**config.mk**
```make
export PLATFORM = sky130hd
export DESIGN_NAME = cbt_ctrl
export DESIGN_NICKNAME = d
export VERILOG_FILES = /design/src/cbt_pkg.sv /design/src/cbt_ctrl.sv /design/src/cbt_sync.sv
export VERILOG_INCLUDE_DIRS = /design/src /design/src/src
export SDC_FILE = /design/constraint.sdc
export NUM_CORES = 1
export LEC_CHECK = 0
export BUFFER_PORTS_ARGS = -buffer_cell sky130_fd_sc_hd__buf_4
export CORE_MARGIN = 2
export CORE_UTILIZATION = 45
export DETAILED_ROUTE_END_ITERATION = 16
export GPL_TIMING_DRIVEN = 0
export PLACE_DENSITY = 0.8
export SLEW_MARGIN = 0
export SYNTH_ARGS = -nofsm -noshare
export SYNTH_HDL_FRONTEND = slang
export SYNTH_SLANG_ARGS = --single-unit
export TNS_END_PERCENT = 5
```
**constraint.sdc**
```tcl
create_clock -name clock -period 1.6 [get_ports clock]
set_clock_uncertainty 0.2 [all_clocks]
set_input_delay 0.48 -clock clock [delete_from_list [all_inputs] [get_ports clock]]
set_output_delay 0.48 -clock clock [all_outputs]
set_load 0.02 [all_outputs]
```
**src/cbt_params.svh**
```systemverilog
// Function
// - Terminate clock pair, chip select, six lines
// - Strength codes 1..6 select reference over n
// - Reset and disabled strength turn everything off
// - Strap low never terminates command lines
// - Strap low: clock, select follow enables
// - Strap high: all on, command lines disableable
// - Termination stays on in power-down states
// - Power-down leaves strap state untouched
// - Strength change needs no new calibration
`ifndef CBT_PARAMS_SVH
`define CBT_PARAMS_SVH

// Command bus shape
`define CBT_CA_LINES      6
`define CBT_STRENGTH_W    3

// Strength codes
`define CBT_STRENGTH_OFF  3'h0
`define CBT_STRENGTH_MIN  3'h1
`define CBT_STRENGTH_MAX  3'h6
`define CBT_FORBID_MIN    3'h4

// Reset values of the select bits
`define CBT_SEL_RESET     1'h0
`define CBT_POINT_RESET   1'h0

// Timing
`define CBT_CLK_PERIOD_NS 25
`define CBT_CAL_TIME_NS   1000

`endif

```
**src/cbt_pkg.sv**
```systemverilog
`include "cbt_params.svh"

package cbt_pkg;

    // Strength field of the mode register
    typedef logic [`CBT_STRENGTH_W-1:0] cbt_strength_type;

    // Per-line termination vector
    typedef logic [`CBT_CA_LINES-1:0] cbt_lines_type;

    // Calibration sequencer, one-hot
    typedef enum logic [1:0] {
        CBT_IDLE = 2'h1,
        CBT_CAL  = 2'h2
    } cbt_cal_state_type;

endpackage

```
**src/cbt_ctrl.sv**
```systemverilog
`timescale 1ns/10ps
`include "cbt_params.svh"

module cbt_ctrl #(
    parameter int CAL_TIME_NS = `CBT_CAL_TIME_NS
) (
    input  wire logic                clock,
    input  wire logic                nrst,
    input  wire logic                termination_mode_reg_wr,
    input  cbt_pkg::cbt_strength_type cmd_term_strength_field,
    input  wire logic                termination_select_reg_wr,
    input  wire logic                cmd_line_term_disable,
    input  wire logic                clock_pair_term_enable,
    input  wire logic                chip_select_term_enable,
    input  wire logic                multirank_term_strap,
    input  wire logic                power_down,
    input  wire logic                self_refresh,
    input  wire logic                pu_cal_point,
    input  wire logic                cal_start,
    output cbt_pkg::cbt_lines_type   ca_term_on,
    output logic                     ck_term_on,
    output logic                     cs_term_on,
    output cbt_pkg::cbt_strength_type term_divisor,
    output logic                     cal_busy,
    output logic                     recal_needed,
    output logic                     forbidden_setting
);

    import cbt_pkg::*;

    // Least calibration time, rounded up to whole cycles
    localparam int CAL_CYCLES =
        (CAL_TIME_NS + `CBT_CLK_PERIOD_NS - 1) / `CBT_CLK_PERIOD_NS;
    localparam int CNT_W = $clog2(CAL_CYCLES + 1);
    localparam int AST_CAL_MAX = CAL_CYCLES + 1;

    typedef struct packed {
        cbt_cal_state_type cal_st;
        logic [CNT_W-1:0]  cal_cnt;
        cbt_strength_type  strength;
        logic              ca_dis;
        logic              ck_en;
        logic              cs_en;
        logic              cal_point;
        logic              recal;
        logic              forbid;
        cbt_lines_type     ca_on;
        logic              ck_on;
        logic              cs_on;
        cbt_strength_type  divisor;
    } cbt_ctrl_state_type;

    cbt_ctrl_state_type s_q;
    cbt_ctrl_state_type s_d;
    logic               strap_s;
    logic               str_valid;
    logic               ca_group_on;
    logic               cal_done;

    // Bond pad is asynchronous to the clock
    cbt_sync u_strap_sync (
        .clock    (clock),
        .nrst     (nrst),
        .async_in (multirank_term_strap),
        .sync_out (strap_s)
    );

    // Enabled only for the listed codes; 000 and 111 fall out
    assign str_valid = (s_q.strength >= `CBT_STRENGTH_MIN) &&
                       (s_q.strength <= `CBT_STRENGTH_MAX);

    // Command lines need strap high and no line disable
    assign ca_group_on = str_valid && strap_s
                         && !s_q.ca_dis;

    assign cal_done = (s_q.cal_st == CBT_CAL) &&
                      (s_q.cal_cnt == '0);

    // Next state; power-down and self-refresh are not inputs to
    // the decode, so termination carries through those states
    always_comb begin
        s_d = s_q;

        // Strength taken at once, calibrated or not
        if (termination_mode_reg_wr) begin
            s_d.strength = cmd_term_strength_field;
        end
        if (termination_select_reg_wr) begin
            s_d.ca_dis = cmd_line_term_disable;
            s_d.ck_en  = clock_pair_term_enable;
            s_d.cs_en  = chip_select_term_enable;
        end

        // Termination decode from the held configuration
        s_d.ca_on = {`CBT_CA_LINES{ca_group_on}};
        if (!str_valid) begin
            s_d.ck_on = 1'b0;
            s_d.cs_on = 1'b0;
        end else if (strap_s) begin
            s_d.ck_on = 1'b1;
            s_d.cs_on = 1'b1;
        end else begin
            s_d.ck_on = s_q.ck_en;
            s_d.cs_on = s_q.cs_en;
        end
        s_d.divisor = str_valid ? s_q.strength
                                : `CBT_STRENGTH_OFF;

        // Flag strengths not usable at the high calibration point
        s_d.forbid = str_valid && s_q.cal_point &&
                     (s_q.strength >= `CBT_FORBID_MIN);

        // Calibration sequencer; a start while busy is ignored
        case (s_q.cal_st)
            CBT_IDLE: begin
                if (cal_start) begin
                    s_d.cal_st  = CBT_CAL;
                    s_d.cal_cnt = CNT_W'(CAL_CYCLES - 1);
                end
            end
            CBT_CAL: begin
                if (cal_done) begin
                    s_d.cal_st    = CBT_IDLE;
                    s_d.cal_point = pu_cal_point;
                end else begin
                    s_d.cal_cnt = s_q.cal_cnt - CNT_W'(1);
                end
            end
            default: begin
                s_d.cal_st  = CBT_IDLE;
                s_d.cal_cnt = '0;
            end
        endcase

        // Point change sets, completed calibration clears;
        // the clear wins when both meet in one cycle, as completion latches the current point
        if (cal_done) begin
            s_d.recal = 1'b0;
        end
        if (pu_cal_point != s_d.cal_point) begin
            s_d.recal = 1'b1;
        end

        // Synchronous reset: all termination off
        if (!nrst) begin
            s_d           = '0;
            s_d.cal_st    = CBT_IDLE;
            s_d.strength  = `CBT_STRENGTH_OFF;
            s_d.ca_dis    = `CBT_SEL_RESET;
            s_d.ck_en     = `CBT_SEL_RESET;
            s_d.cs_en     = `CBT_SEL_RESET;
            s_d.cal_point = `CBT_POINT_RESET;
        end
    end

    // State register
    always_ff @(posedge clock) begin
        s_q <= s_d;
    end

    // Outputs straight from the state register
    assign ca_term_on        = s_q.ca_on;
    assign ck_term_on        = s_q.ck_on;
    assign cs_term_on        = s_q.cs_on;
    assign term_divisor      = s_q.divisor;
    assign cal_busy          = s_q.cal_st[1];     // One-hot busy bit
    assign recal_needed      = s_q.recal;
    assign forbidden_setting = s_q.forbid;

    // Checks next to the decode they guard

    AST_RESET_OFF: assert property (
        @(posedge clock) disable iff (!nrst)
        $rose(nrst) |-> (ca_term_on == '0) && !ck_term_on && !cs_term_on
    ) else $error("termination on right after reset");

    AST_DISABLED_OFF: assert property (
        @(posedge clock) disable iff (!nrst)
        !str_valid |=> (ca_term_on == '0) && !ck_term_on && !cs_term_on
                       && (term_divisor == `CBT_STRENGTH_OFF)
    ) else $error("termination on with strength disabled");

    AST_LINES_TOGETHER: assert property (
        @(posedge clock) disable iff (!nrst)
        (ca_term_on == '0) ||
        ((ca_term_on == '1) && ck_term_on && cs_term_on)
    ) else $error("command lines terminated unevenly");

    AST_DIVISOR: assert property (
        @(posedge clock) disable iff (!nrst)
        str_valid |=> term_divisor == $past(s_q.strength)
    ) else $error("divisor does not follow strength");

    AST_STRAP_LOW_CA: assert property (
        @(posedge clock) disable iff (!nrst)
        !strap_s |=> ca_term_on == '0
    ) else $error("command lines terminated with strap low");

    AST_STRAP_LOW_SEL: assert property (
        @(posedge clock) disable iff (!nrst)
        (str_valid && !strap_s) |=>
            (ck_term_on == $past(s_q.ck_en)) &&
            (cs_term_on == $past(s_q.cs_en))
    ) else $error("clock or select ignores its enable");

    AST_STRAP_HIGH: assert property (
        @(posedge clock) disable iff (!nrst)
        (str_valid && strap_s) |=>
            ck_term_on && cs_term_on &&
            (ca_term_on == {`CBT_CA_LINES{!$past(s_q.ca_dis)}})
    ) else $error("strap high decode wrong");

    AST_POWER_DOWN: assert property (
        @(posedge clock) disable iff (!nrst)
        ((power_down || self_refresh) && str_valid && strap_s) ##1
        (power_down || self_refresh) |-> ck_term_on && cs_term_on
    ) else $error("termination dropped in power-down");

    AST_STRAP_KEPT: assert property (
        @(posedge clock) disable iff (!nrst)
        $stable(multirank_term_strap) ##1
        ($rose(power_down) && $stable(multirank_term_strap)) ##1
        $stable(multirank_term_strap) |-> $stable(strap_s)
    ) else $error("strap state moved on power-down");

    AST_STRENGTH_NOCAL: assert property (
        @(posedge clock) disable iff (!nrst)
        (termination_mode_reg_wr && !recal_needed &&
         (pu_cal_point == s_q.cal_point) && !cal_start) |=>
            (s_q.strength == $past(cmd_term_strength_field)) &&
            !recal_needed
    ) else $error("strength change demanded a calibration");

    AST_CAL_ENDS: assert property (
        @(posedge clock) disable iff (!nrst)
        $rose(cal_busy) |-> ##[1:AST_CAL_MAX] !cal_busy
    ) else $error("calibration never ends");

endmodule

```
**src/cbt_sync.sv**
```systemverilog
`timescale 1ns/10ps

module cbt_sync (
    input  wire logic clock,
    input  wire logic nrst,
    input  wire logic async_in,
    output logic      sync_out
);

    // Two stages; only the second is read
    typedef struct packed {
        logic meta;
        logic sync;
    } cbt_sync_state_type;

    cbt_sync_state_type s_q;
    cbt_sync_state_type s_d;

    // Shift the pad level in
    always_comb begin
        s_d      = s_q;
        s_d.meta = async_in;
        s_d.sync = s_q.meta;
        if (!nrst) begin
            s_d = '0;
        end
    end

    // State register
    always_ff @(posedge clock) begin
        s_q <= s_d;
    end

    assign sync_out = s_q.sync;

endmodule

```
Word-level counts from Yosys, hierarchy flattened
Index checks and enable logic that the tools add are counted.

Multiplexer cells: 9. $lt $le $gt $ge: 3. Reductions and logical operators: 12. Eq/ne operators: 6. $add $sub $neg: 1.

Operator list (number): 8-bit case mux with 2 select lines (1); 8-bit two-way mux (1); 1-bit logical AND (6); 6-bit zero test (1); 6-bit two-way mux (1); 2-bit != test, second input constant (3); 2-bit AND reduction (3); 6-bit by 1-bit subtractor with 6-bit output, second input constant (1); 1-bit two-way mux (4); 2-bit two-way mux (2); 3-bit by 1-bit >= comparator with 1-bit output, second input constant (1); 3-bit >= comparator, second input constant (1); 3-bit <= comparator, second input constant (1); 2-bit by 1-bit equality test with 1-bit output, second input constant (1); 2-bit equality test, second input constant (1); 2-bit nonzero test (1); 1-bit zero test (1); 1-bit != test (1).

Bits in registers: 25.

Logic depth before layout (Yosys ltp)
Gate-level depths: netlist of run 1.

Depth in word-level cells: 6. Gate-level depth with buffers: 7. Depth with buffers taken out: 6.

By module
A second synthesis of run 1 with hierarchy kept.

Cells, all modules: 119. Area total of the unflattened synthesis: 1158.6 um2.

Modules (own cells, without submodules): cbt_ctrl (area each 1106.1 um2, cells an instance 115, sequential area each 460.4 um2, instances 1); cbt_sync (area each 52.6 um2, cells an instance 4, sequential area each 40.0 um2, instances 1).

Worst setup path before layout of run 1
OpenSTA, ideal clock, no wires.

Path type: flip-flop to flip-flop. Start: register s_q, in the netlist cal_busy. End: register s_q[25] in the netlist's numbering. Path slack: -0.254 ns. Buffers on the path: 1. Arrival: 1.539 ns. Clock period less this slack: 1.854 ns. Setup time: 0.115 ns. Required time: 1.285 ns. Stages on the path, launching flop included: 8. Cell sequence: dfxtp_1 -> inv_1 -> ha_1 -> nand2b_1 -> clkbuf_1 -> a21oi_1 -> o21a_1 -> o21a_1.

Word-level cells in the longest chain between the ends: 4.

Ends and longest elaborated chain: start: declaration (RTL line cbt_ctrl.sv:53) `cbt_ctrl_state_type s_q;`; start signal: assignment (RTL line cbt_ctrl.sv:158) `s_q <= s_d;`; 2-bit equality test (RTL line cbt_ctrl.sv:76, cbt_ctrl.sv:114); 1-bit logical AND (RTL line cbt_ctrl.sv:76) `assign cal_done = (s_q.cal_st == CBT_CAL) &&`; 2-bit != test (no line); 2-bit AND reduction (no line).

Several ways; a longest one is shown, not always the timed one. A chain may end at the register's enable or synchronous reset.

Worst setup path after layout of run 1
Start: register, netlist name ca_term_on[0]. End: output port ca_term_on[5].

RTL lines: end: declaration (RTL line cbt_ctrl.sv:20) `output cbt_pkg::cbt_lines_type ca_term_on,`.

No word-level cell between the ends.

==> flow_summary_export.csv, run 1 <==
group,metric,value,unit
run_status,status,"complete, but fails checks",
run_status,violations,"negative setup slack",
finish,drive_gt1_frac,0.4145,
floorplanning,dieArea,2996,µm²
timing,hold_violations,0,
clocking,cts_inserted_buffers,3,
timing,holdWs,0.1713,ns
synthesis,postSynth.asyncResetShare,0,
synthesis,synthFlopType,"dfxtp_1",
route,drt_iter0_markers,11,
critical_path,critical_path_class,"reg2out",
synthesis,yosysTopAreaCell,"dfxtp_1",
clocking,cts.hold.buffers_added,0,
critical_path,arrival,0.95,ns
timing,tightest_slew,0.4048,ns
timing,layout_worst_path_cycle_share,1.022,
clocking,clock_latency,0.32,ns
clocking,clock_sinks,25,
finish,top_register,"s_q",
critical_path,r2r-start,"s_q[26]$_SDFFE_PN1P_",
critical_path,start_kind,"register",
finish,final_nets,172,
critical_path,crit_required,0.92,ns
floorplanning,num_rows,18,
grt,antenna_found_initial,0,
placed_design,place.gp.congestion,0.8640,
route,drtAntennaViolNets,0,
grt,grt_overflow_total,0,
power,power.leakage,0.0006978,µW
critical_path,setup.worst_path.end_class,"output port",
route,first_pass_iters,4,
hold_path,min_path_cells,2,
placed_design,dp_slack,-0.09707,ns
finish,final_cell_mix,"buf_4, dfxtp_1, mux2i_1, nor2b_1, buf_6",
floorplanning,die_width,54.74,µm
synthesis,yosysTopAreaCellShare,0.4320,
grt,first_global_vias,919,
timing,fmax,611.7,MHz
finish,largest_reg_flops,14,
job,maxCapViolCount,0,
floorplanning,core_area,2455,µm²
finish,final_common_cell,"buf_4",
finish,fin_cells,182,
finish,diodes,0,
placed_design,placed_cells,175,
synthesis,synth_edf_count,0,
floorplanning,die_h,54.74,µm
synthesis,yosysSeqAreaShare,0.4320,
finish,area.growth.synth_to_final,33.80,%
placed_design,dp_hpwl,1.673,mm
synthesis,syn_nets,138,
power,ir_worst_vdd,0.6405,mV
floorplanning,start_util,0.4720,
placed_design,numPortBuffers,26,
synthesis,avgSynthCellArea,9.736,µm²
clocking,root_buffer,"clkbuf_4",
timing,slew_headroom,0.7302,
clocking,htreeDepth,1,
route,drt-vias-per-instance,5.159,
clocking,clk_path_buf_depth,2,
synthesis,synth_area,1159,µm²
synthesis,synth_warnings,0,
grt,grt_max_degree,14,
power,p_per_area,1091,nW/µm²
grt,grt_pass1_wl,3.663,mm
route,routedWlPerCell,12.71,µm
timing,rsz0062_at_grt,"true",
hold_path,hp-start,"multirank_term_strap",
hold_path,hold_end,"u_strap_sync.s_q[1]$_SDFF_PN0_",
synthesis,ys_ff_latch,25,
timing,min_period,1.635,ns
critical_path,r2r_slack,-0.03,ns
clocking,clk_pin_slew,0.12,ns
timing,report.final.slew_viol_count,0,
route,wirelength,2.314,mm
timing,setup_viol,7,
critical_path,path_max_fanout,6,
route,drc,0,
clocking,cts_tree,"built",
floorplanning,ios,29,
timing,layout_setup_ws,-0.03487,ns
critical_path,r2r_cells,5,
synthesis,synth_area_leaders,"dfxtp_1, mux2i_1, buf_4",
grt,grtUsageTotal,0.1752,
synthesis,yosysUniqueCellTypes,31,
critical_path,reg2reg_to,"s_q[25]$_SDFFE_PN0P_",
hold_path,hp-class,"in2reg",
route,routed-via-count,939,
synthesis,synthCells,119,
==> layer usage <==
metal,vias up,wire length [µm],global-route usage
met5,-,0,0
met4,0,43,0.09583
met3,5,131,0.03825
met2,32,1182,0.3254
met1,436,957,0.1783
li1,466,-,-
==> critical path, cell delays in order, from the launching register on <==
cell	delay [ns]
dfxtp_4	0.38
buf_4	0.14
buf_6	0.12
==> power breakdown <==
part,leakage [µW],switching [µW],internal (µW)
Combinational,0.000476,321,330
Sequential,0.000207,66.1,697
Clock,0.0000150,180,97.8
Total,0.000698,567,1120
==> how the worst max path moves through the flow <==
stage | start | endpoint | slack [ns] | cells after the start
global route | s_q[26]$_SDFFE_PN1P_ | s_q[25]$_SDFFE_PN0P_ | -0.08 | 5
finish | ca_term_on[0]$_SDFF_PN0_ | ca_term_on[5] | -0.03 | 2
floorplan | cal_busy$_SDFFE_PN0P_ | s_q[25]$_SDFFE_PN0P_ | 0.0001 | 6
CTS | ca_term_on[0]$_SDFF_PN0_ | ca_term_on[3] | -0.03 | 2
detailed placement | s_q[26]$_SDFFE_PN1P_ | s_q[25]$_SDFFE_PN0P_ | -0.1 | 7
global placement | s_q[26]$_SDFFE_PN1P_ | s_q[25]$_SDFFE_PN0P_ | -0.06 | 5
==> cells in the mapped netlist, drive strengths merged, types with 2 or more instances <==
library cell,instances
a21boi,3
clkbuf,3
nand3,4
buf,9
o21ai,5
o211ai,4
o21a,4
nand2b,4
ha,4
a21oi,4
mux2i,7
nor3,2
and3,6
and2,4
nand2,4
dfxtp,25
nor2b,9
inv,5
nor2,6
==> timing repair <==
action,in CTS,in global routing
setup endpoints to repair,14,17
pin swaps,3,4
cloned,0,0
setup buffers,3,1
resized for setup,13,4
==> metrics by stage <==
step / util / total power [µW] / TNS (ns) / instance area, µm²
floorplan: - / 1181 / 0 / 1211
global placement: 0.5882 / 1295 / -0.1423 / 1444
detailed placement: 0.5882 / 1325 / -0.2684 / 1444
CTS: 0.6203 / 1645 / -0.2013 / 1523
global route: 0.6315 / 1801 / -0.6636 / 1550
finish: 0.6315 / 1692 / -0.1928 / 1550
==> cell families after synthesis <==
| family | after synthesis | synth area share |
|---|---|---|
| buffers and inverters | 17 | 0.08423 |
| DFF | 25 | 0.4320 |
| AOI/OAI and AO/OA | 23 | 0.1469 |
| muxes | 7 | 0.06048 |
| xor gates and xnor gates | 1 | 0.007561 |
| and+or+nand+nor | 42 | 0.2257 |
| adders and majority gates | 4 | 0.04320 |
==> final cells by class <==
class | count | area, µm²
repair buffers | 30 | 247.7
multi-input cells | 77 | 626.9
fillers | 210 | 904.6
clock buffers | 4 | 26.28
well taps | 30 | 37.54
inverters | 5 | 21.27
flip-flops and latches | 25 | 511.7
plain buffers | 11 | 78.83
No activity file was read; power rests on OpenSTA's default activity.
==> run 2: changes to the inputs <==
Clock period 1.6 ns to 1.5 ns, I/O delays scaled along.
==> run 2 against run 1 <==
Compared with the run above:
- the run still ends with negative setup slack left
- global-route usage up 0.73 points
- final cell count up 0.55%
- clock-buffer cell count unchanged
- largest cell class unchanged
==> flow_summary_export.csv, run 2 (synthesis results as in run 1) <==
group,metric,value,unit
grt,grt_max_degree,14,
hold_path,hp-class,"in2reg",
finish,final_common_cell,"buf_4",
timing,rsz0062_at_grt,"true",
clocking,clk_pin_slew,0.13,ns
clocking,htreeDepth,1,
clocking,clock_sinks,25,
critical_path,arrival,1.63,ns
critical_path,critical_path_class,"reg2reg",
timing,tightest_slew,0.4334,ns
clocking,root_buffer,"clkbuf_4",
timing,min_period,1.609,ns
timing,layout_worst_path_cycle_share,1.072,
critical_path,start_kind,"register",
route,drtAntennaViolNets,0,
route,drt-vias-per-instance,5.153,
power,ir_worst_vdd,0.7359,mV
clocking,cts_tree,"built",
route,wirelength,2.445,mm
placed_design,numPortBuffers,26,
clocking,cts_inserted_buffers,3,
finish,largest_reg_flops,14,
timing,setup_viol,16,
timing,layout_setup_ws,-0.1086,ns
floorplanning,start_util,0.4720,
grt,antenna_found_initial,0,
clocking,clk_path_buf_depth,2,
finish,design_area,1602,µm²
floorplanning,die_width,54.74,µm
timing,report.final.slew_viol_count,0,
placed_design,dp_hpwl,1.724,mm
finish,diodes,0,
power,power.leakage,0.0007085,µW
placed_design,place.gp.congestion,0.8321,
grt,first_global_vias,885,
finish,drive_gt1_frac,0.4248,
timing,slew_headroom,0.7111,
route,routedWlPerCell,13.36,µm
floorplanning,die_h,54.74,µm
timing,fmax,621.7,MHz
critical_path,setup.worst_path.end_class,"register",
critical_path,crit_required,1.52,ns
power,p_per_area,1139,nW/µm²
grt,grt_pass1_wl,3.850,mm
grt,grtUsageTotal,0.1825,
placed_design,placed_area,1456,µm²
critical_path,path_max_fanout,6,
route,drc,0,
job,maxCapViolCount,0,
grt,grt_overflow_total,0,
finish,final_nets,173,
run_status,violations,"negative setup slack",
timing,hold_violations,0,
timing,tns,-0.9182,ns
floorplanning,dieArea,2996,µm²
clocking,cts.hold.buffers_added,0,
route,drt_iter0_markers,11,
power,power,1825,µW
finish,area.growth.synth_to_final,38.23,%
route,first_pass_iters,4,
finish,final_cell_mix,"buf_4, dfxtp_1, buf_6",
finish,top_register,"s_q",
clocking,clock_latency,0.31,ns
floorplanning,ios,29,
run_status,status,"complete, but fails checks",
route,routed-via-count,943,
floorplanning,core_area,2455,µm²
floorplanning,num_rows,18,
-- run 2: changes by cell type in the layout (fill, tap and decap cells not counted), sizes merged --
| cell | previous run | this run |
|---|---|---|
| buf | 39 | 40 |
-- run 2: report_power, final --
group	total (µW)	internal [µW]	switching (µW)	leakage [µW]
logic	705	360	345	0.000486
clock network	295	104	191	0.0000150
registers	825	746	78.3	0.000208
-- run 2: path summary, 6_finish.rpt --
path | start | to | slack (ns) | cells past startpoint
worst max-delay path | cal_busy$_SDFFE_PN0P_ | s_q[25]$_SDFFE_PN0P_ | -0.11 | 6
worst min-delay path | multirank_term_strap | u_strap_sync.s_q[1]$_SDFF_PN0_ | 0.14 | 2
worst max register to register | cal_busy$_SDFFE_PN0P_ | s_q[25]$_SDFFE_PN0P_ | -0.11 | 6
worst min register to register | u_strap_sync.s_q[1]$_SDFF_PN0_ | u_strap_sync.sync_out$_SDFF_PN0_ | 0.25 | 1
-- run 2: final cells by class --
type	instances	area, µm²
fillers	206	853.3
multi-input cells	77	636.9
flip-flops and latches	25	515.5
repair buffers	31	266.5
plain buffers	11	97.59
well taps	30	37.54
clock buffers	4	26.28
inverters	5	21.27
-- run 2: stage by stage --
| step | setup WS (ns) | hold WS [ns] | util | cells |
|---|---|---|---|---|
| floorplan | -0.08980 | 0.2119 | - | 119 |
| global placement | -0.1402 | 0.2172 | 0.5933 | 175 |
| detailed placement | -0.1776 | 0.2249 | 0.5933 | 175 |
| CTS | -0.1017 | 0.1363 | 0.6488 | 182 |
| global route | -0.1623 | 0.1207 | 0.6524 | 183 |
| finish | -0.1086 | 0.1440 | 0.6524 | 183 |
-- run 2: repair_timing --
action	CTS	global route
resized for setup	25	2
pin swaps	7	2
endpoints found under the setup margin	18	20
setup buffers	4	1
-- run 2: layer usage --
metal,share of wire,wire (µm),GRT usage
met5,0,0,0
met4,0.010,25,0.06250
met3,0.055,134,0.03279
met2,0.54,1326,0.3591
met1,0.39,960,0.1882
-- run 2: worst max-delay path: stages, from the launching register on --
cell and delay [ns]:
dfxtp_4 0.41, inv_4 0.06, ha_4 0.16, nor2b_4 0.14
a31o_4 0.23, o21a_1 0.17, o21a_1 0.16
==> run 3: changes to the inputs <==
--- a/config.mk
+++ b/config.mk
@@ -9,7 +9,9 @@
 export BUFFER_PORTS_ARGS = -buffer_cell sky130_fd_sc_hd__buf_4
+export CELL_PAD_IN_SITES_DETAIL_PLACEMENT = 0
+export CELL_PAD_IN_SITES_GLOBAL_PLACEMENT = 1
 export CORE_MARGIN = 2
-export CORE_UTILIZATION = 45
+export CORE_UTILIZATION = 35
 export DETAILED_ROUTE_END_ITERATION = 16
 export GPL_TIMING_DRIVEN = 0
-export PLACE_DENSITY = 0.8
+export PLACE_DENSITY = 0.82
 export SLEW_MARGIN = 0
==> constraint.sdc (replaced) <==
create_clock -name clock -period 1.5 [get_ports clock]
set_clock_uncertainty 0.2 [all_clocks]
set_input_delay 0.375 -clock clock [delete_from_list [all_inputs] [get_ports clock]]
set_output_delay 0.375 -clock clock [all_outputs]
set_load 0.01 [all_outputs]
==> run 3 against run 2 <==
Compared with the run above:
- the flow still finishes with violations (negative setup slack)
- clock power increased by 8.1%
- via count shrank 5.1%
- critical path depth fell by 1
- final area is 0.55% higher
- flip-flop and latch count stayed put
- die area increased by 26%
- largest cell class unchanged
- non-clock buffer count increased by 1
- largest power group unchanged
- routed wire length is 4.3% lower
- clock-buffer cell count is 1 lower
- combinational power rose by 9.9%
- fmax up 0.47%
==> flow_summary_export.csv, run 3 (synthesis results as in run 1) <==
group,metric,value,unit
route,routedWlPerCell,11.81,µm
route,drt_iter0_markers,10,
clocking,clk_path_buf_depth,2,
clocking,htreeDepth,1,
job,maxCapViolCount,0,
hold_path,hp-class,"in2reg",
route,drtAntennaViolNets,0,
placed_design,dp_slack,-0.1954,ns
critical_path,critical_path_class,"reg2reg",
timing,hold_violations,0,
floorplanning,dieArea,3787,µm²
critical_path,path_max_fanout,6,
route,top_layer,"met4",
critical_path,crit_required,1.54,ns
critical_path,crit_top_cell,"o21a_1",
finish,final_cell_mix,"buf_4, dfxtp_1, mux2i_1, nor2b_1, nor2_1",
timing,fmax,624.6,MHz
floorplanning,ios,29,
timing,min_period,1.601,ns
timing,layout_setup_ws,-0.1011,ns
finish,area.growth.synth_to_final,38.98,%
grt,grt_overflow_total,0,
floorplanning,die_h,61.54,µm
route,drc,0,
placed_design,dp_hpwl,1.721,mm
route,drt-vias-per-instance,4.520,
clocking,cts_tree,"built",
grt,grt_max_degree,16,
hold_path,min_path_cells,2,
run_status,violations,"negative setup slack",
timing,tightest_slew,0.4069,ns
clocking,clock_sinks,25,
finish,largest_reg_flops,14,
route,wirelength,2.339,mm
power,p_per_area,1186,nW/µm²
critical_path,r2r_cells,5,
hold_path,hp-start,"multirank_term_strap",
route,drt-met1-wl,1.022,mm
timing,report.final.slew_viol_count,0,
timing,holdWs,0.04848,ns
critical_path,path_delay_family,"compound AO/OA/AOI/OAI gates",
placed_design,place.gp.congestion,0.7789,
grt,grt_pass1_wl,3.767,mm
clocking,root_buffer,"clkbuf_4",
power,ir_worst_vdd,0.9902,mV
critical_path,arrival,1.64,ns
grt,first_global_vias,875,
route,wl_met2,1.181,mm
critical_path,critical_path.slowest_cell,"dfxtp_4",
clocking,cts_inserted_buffers,3,
critical_path,reg2reg_to,"s_q[25]$_SDFFE_PN0P_",
floorplanning,core_area,3103,µm²
run_status,status,"complete, but fails checks",
timing,tns,-0.3533,ns
finish,drive_gt1_frac,0.4481,
critical_path,r2r-start,"cal_busy$_SDFFE_PN0P_",
finish,diodes,0,
grt,grtUsageTotal,0.1358,
finish,top_register,"s_q",
grt,antenna_found_initial,0,
clocking,clock_latency,0.32,ns
critical_path,critPathMaxStageDelay,0.38,ns
power,power.leakage,0.0007128,µW
clocking,clk_pin_slew,0.15,ns
hold_path,hold_end,"u_strap_sync.s_q[1]$_SDFF_PN0_",
timing,slew_headroom,0.7287,
floorplanning,start_util,0.3734,
route,wl_met3,110,µm
floorplanning,num_rows,20,
floorplanning,die_width,61.54,µm
route,routed-via-count,895,
finish,final_nets,174,
route,first_pass_iters,4,
finish,nFillCells,310,
finish,final_common_cell,"buf_4",
critical_path,crit_buf_inv,1,
critical_path,setup.worst_path.end_class,"register",
finish,post-route-util,0.5190,
critical_path,cp_cell_sequence,"buf_4 > ha_4 > a31o_4 > o21a_1 > o21a_1",
timing,setup_viol,11,
critical_path,r2r_slack,-0.10,ns
timing,rsz0062_at_grt,"true",
placed_design,numPortBuffers,26,
clocking,cts.hold.buffers_added,0,
critical_path,start_kind,"register",
timing,layout_worst_path_cycle_share,1.067,
-- run 3: how the worst max path moves through the flow --
stage	start	to	slack (ns)	cells past startpoint
6_report	cal_busy$_SDFFE_PN0P_	s_q[25]$_SDFFE_PN0P_	-0.10	5
5_1_grt	cal_busy$_SDFFE_PN0P_	s_q[25]$_SDFFE_PN0P_	-0.14	6
4_1_cts	s_q[21]$_SDFFE_PN0P_	s_q[25]$_SDFFE_PN0P_	-0.11	6
3_5_place_dp	s_q[20]$_SDFFE_PN0P_	s_q[21]$_SDFFE_PN0P_	-0.20	6
3_3_place_gp	s_q[20]$_SDFFE_PN0P_	s_q[21]$_SDFFE_PN0P_	-0.17	6
2_1_floorplan	cal_busy$_SDFFE_PN0P_	s_q[25]$_SDFFE_PN0P_	-0.06	7
-- run 3: report_power, final --
| group | internal, µW | switching [µW] | total (µW) |
|---|---|---|---|
| registers | 747 | 68.9 | 816 |
| clock network | 104 | 215 | 319 |
| logic | 413 | 362 | 775 |
-- run 3: per-stage QoR --
stage / area, µm² / cells / power (µW)
2_1_floorplan: 1225 / 119 / 1260
4_1_cts: 1549 / 197 / 1865
6_report: 1610 / 198 / 1910
3_3_place_gp: 1475 / 189 / 1399
3_5_place_dp: 1475 / 189 / 1426
5_1_grt: 1610 / 198 / 2045
-- run 3: layer usage --
layer | GRT usage | vias up
li1 | - | 469
met1 | 0.1487 | 404
met2 | 0.2496 | 20
met3 | 0.03782 | 2
met4 | 0.04559 | 0
met5 | 0 | -
-- run 3: what timing repair did --
item | 4_1_cts | 5_1_grt
setup endpoints to repair | 15 | 18
gates resized for setup | 6 | 12
buffers inserted | 5 | 1
pin swaps | 4 | 7
-- run 3: area by class of cell --
class,count,area (µm²),area share
well taps,44,55.05,0.03419
clock inverters,1,6.256,0.003885
flip-flops and latches,25,511.7,0.3178
repair buffers,32,255.2,0.1585
multi-input cells,77,659.4,0.4095
plain buffers,11,78.83,0.04895
clock buffers,3,22.52,0.01399
inverters,5,21.27,0.01321
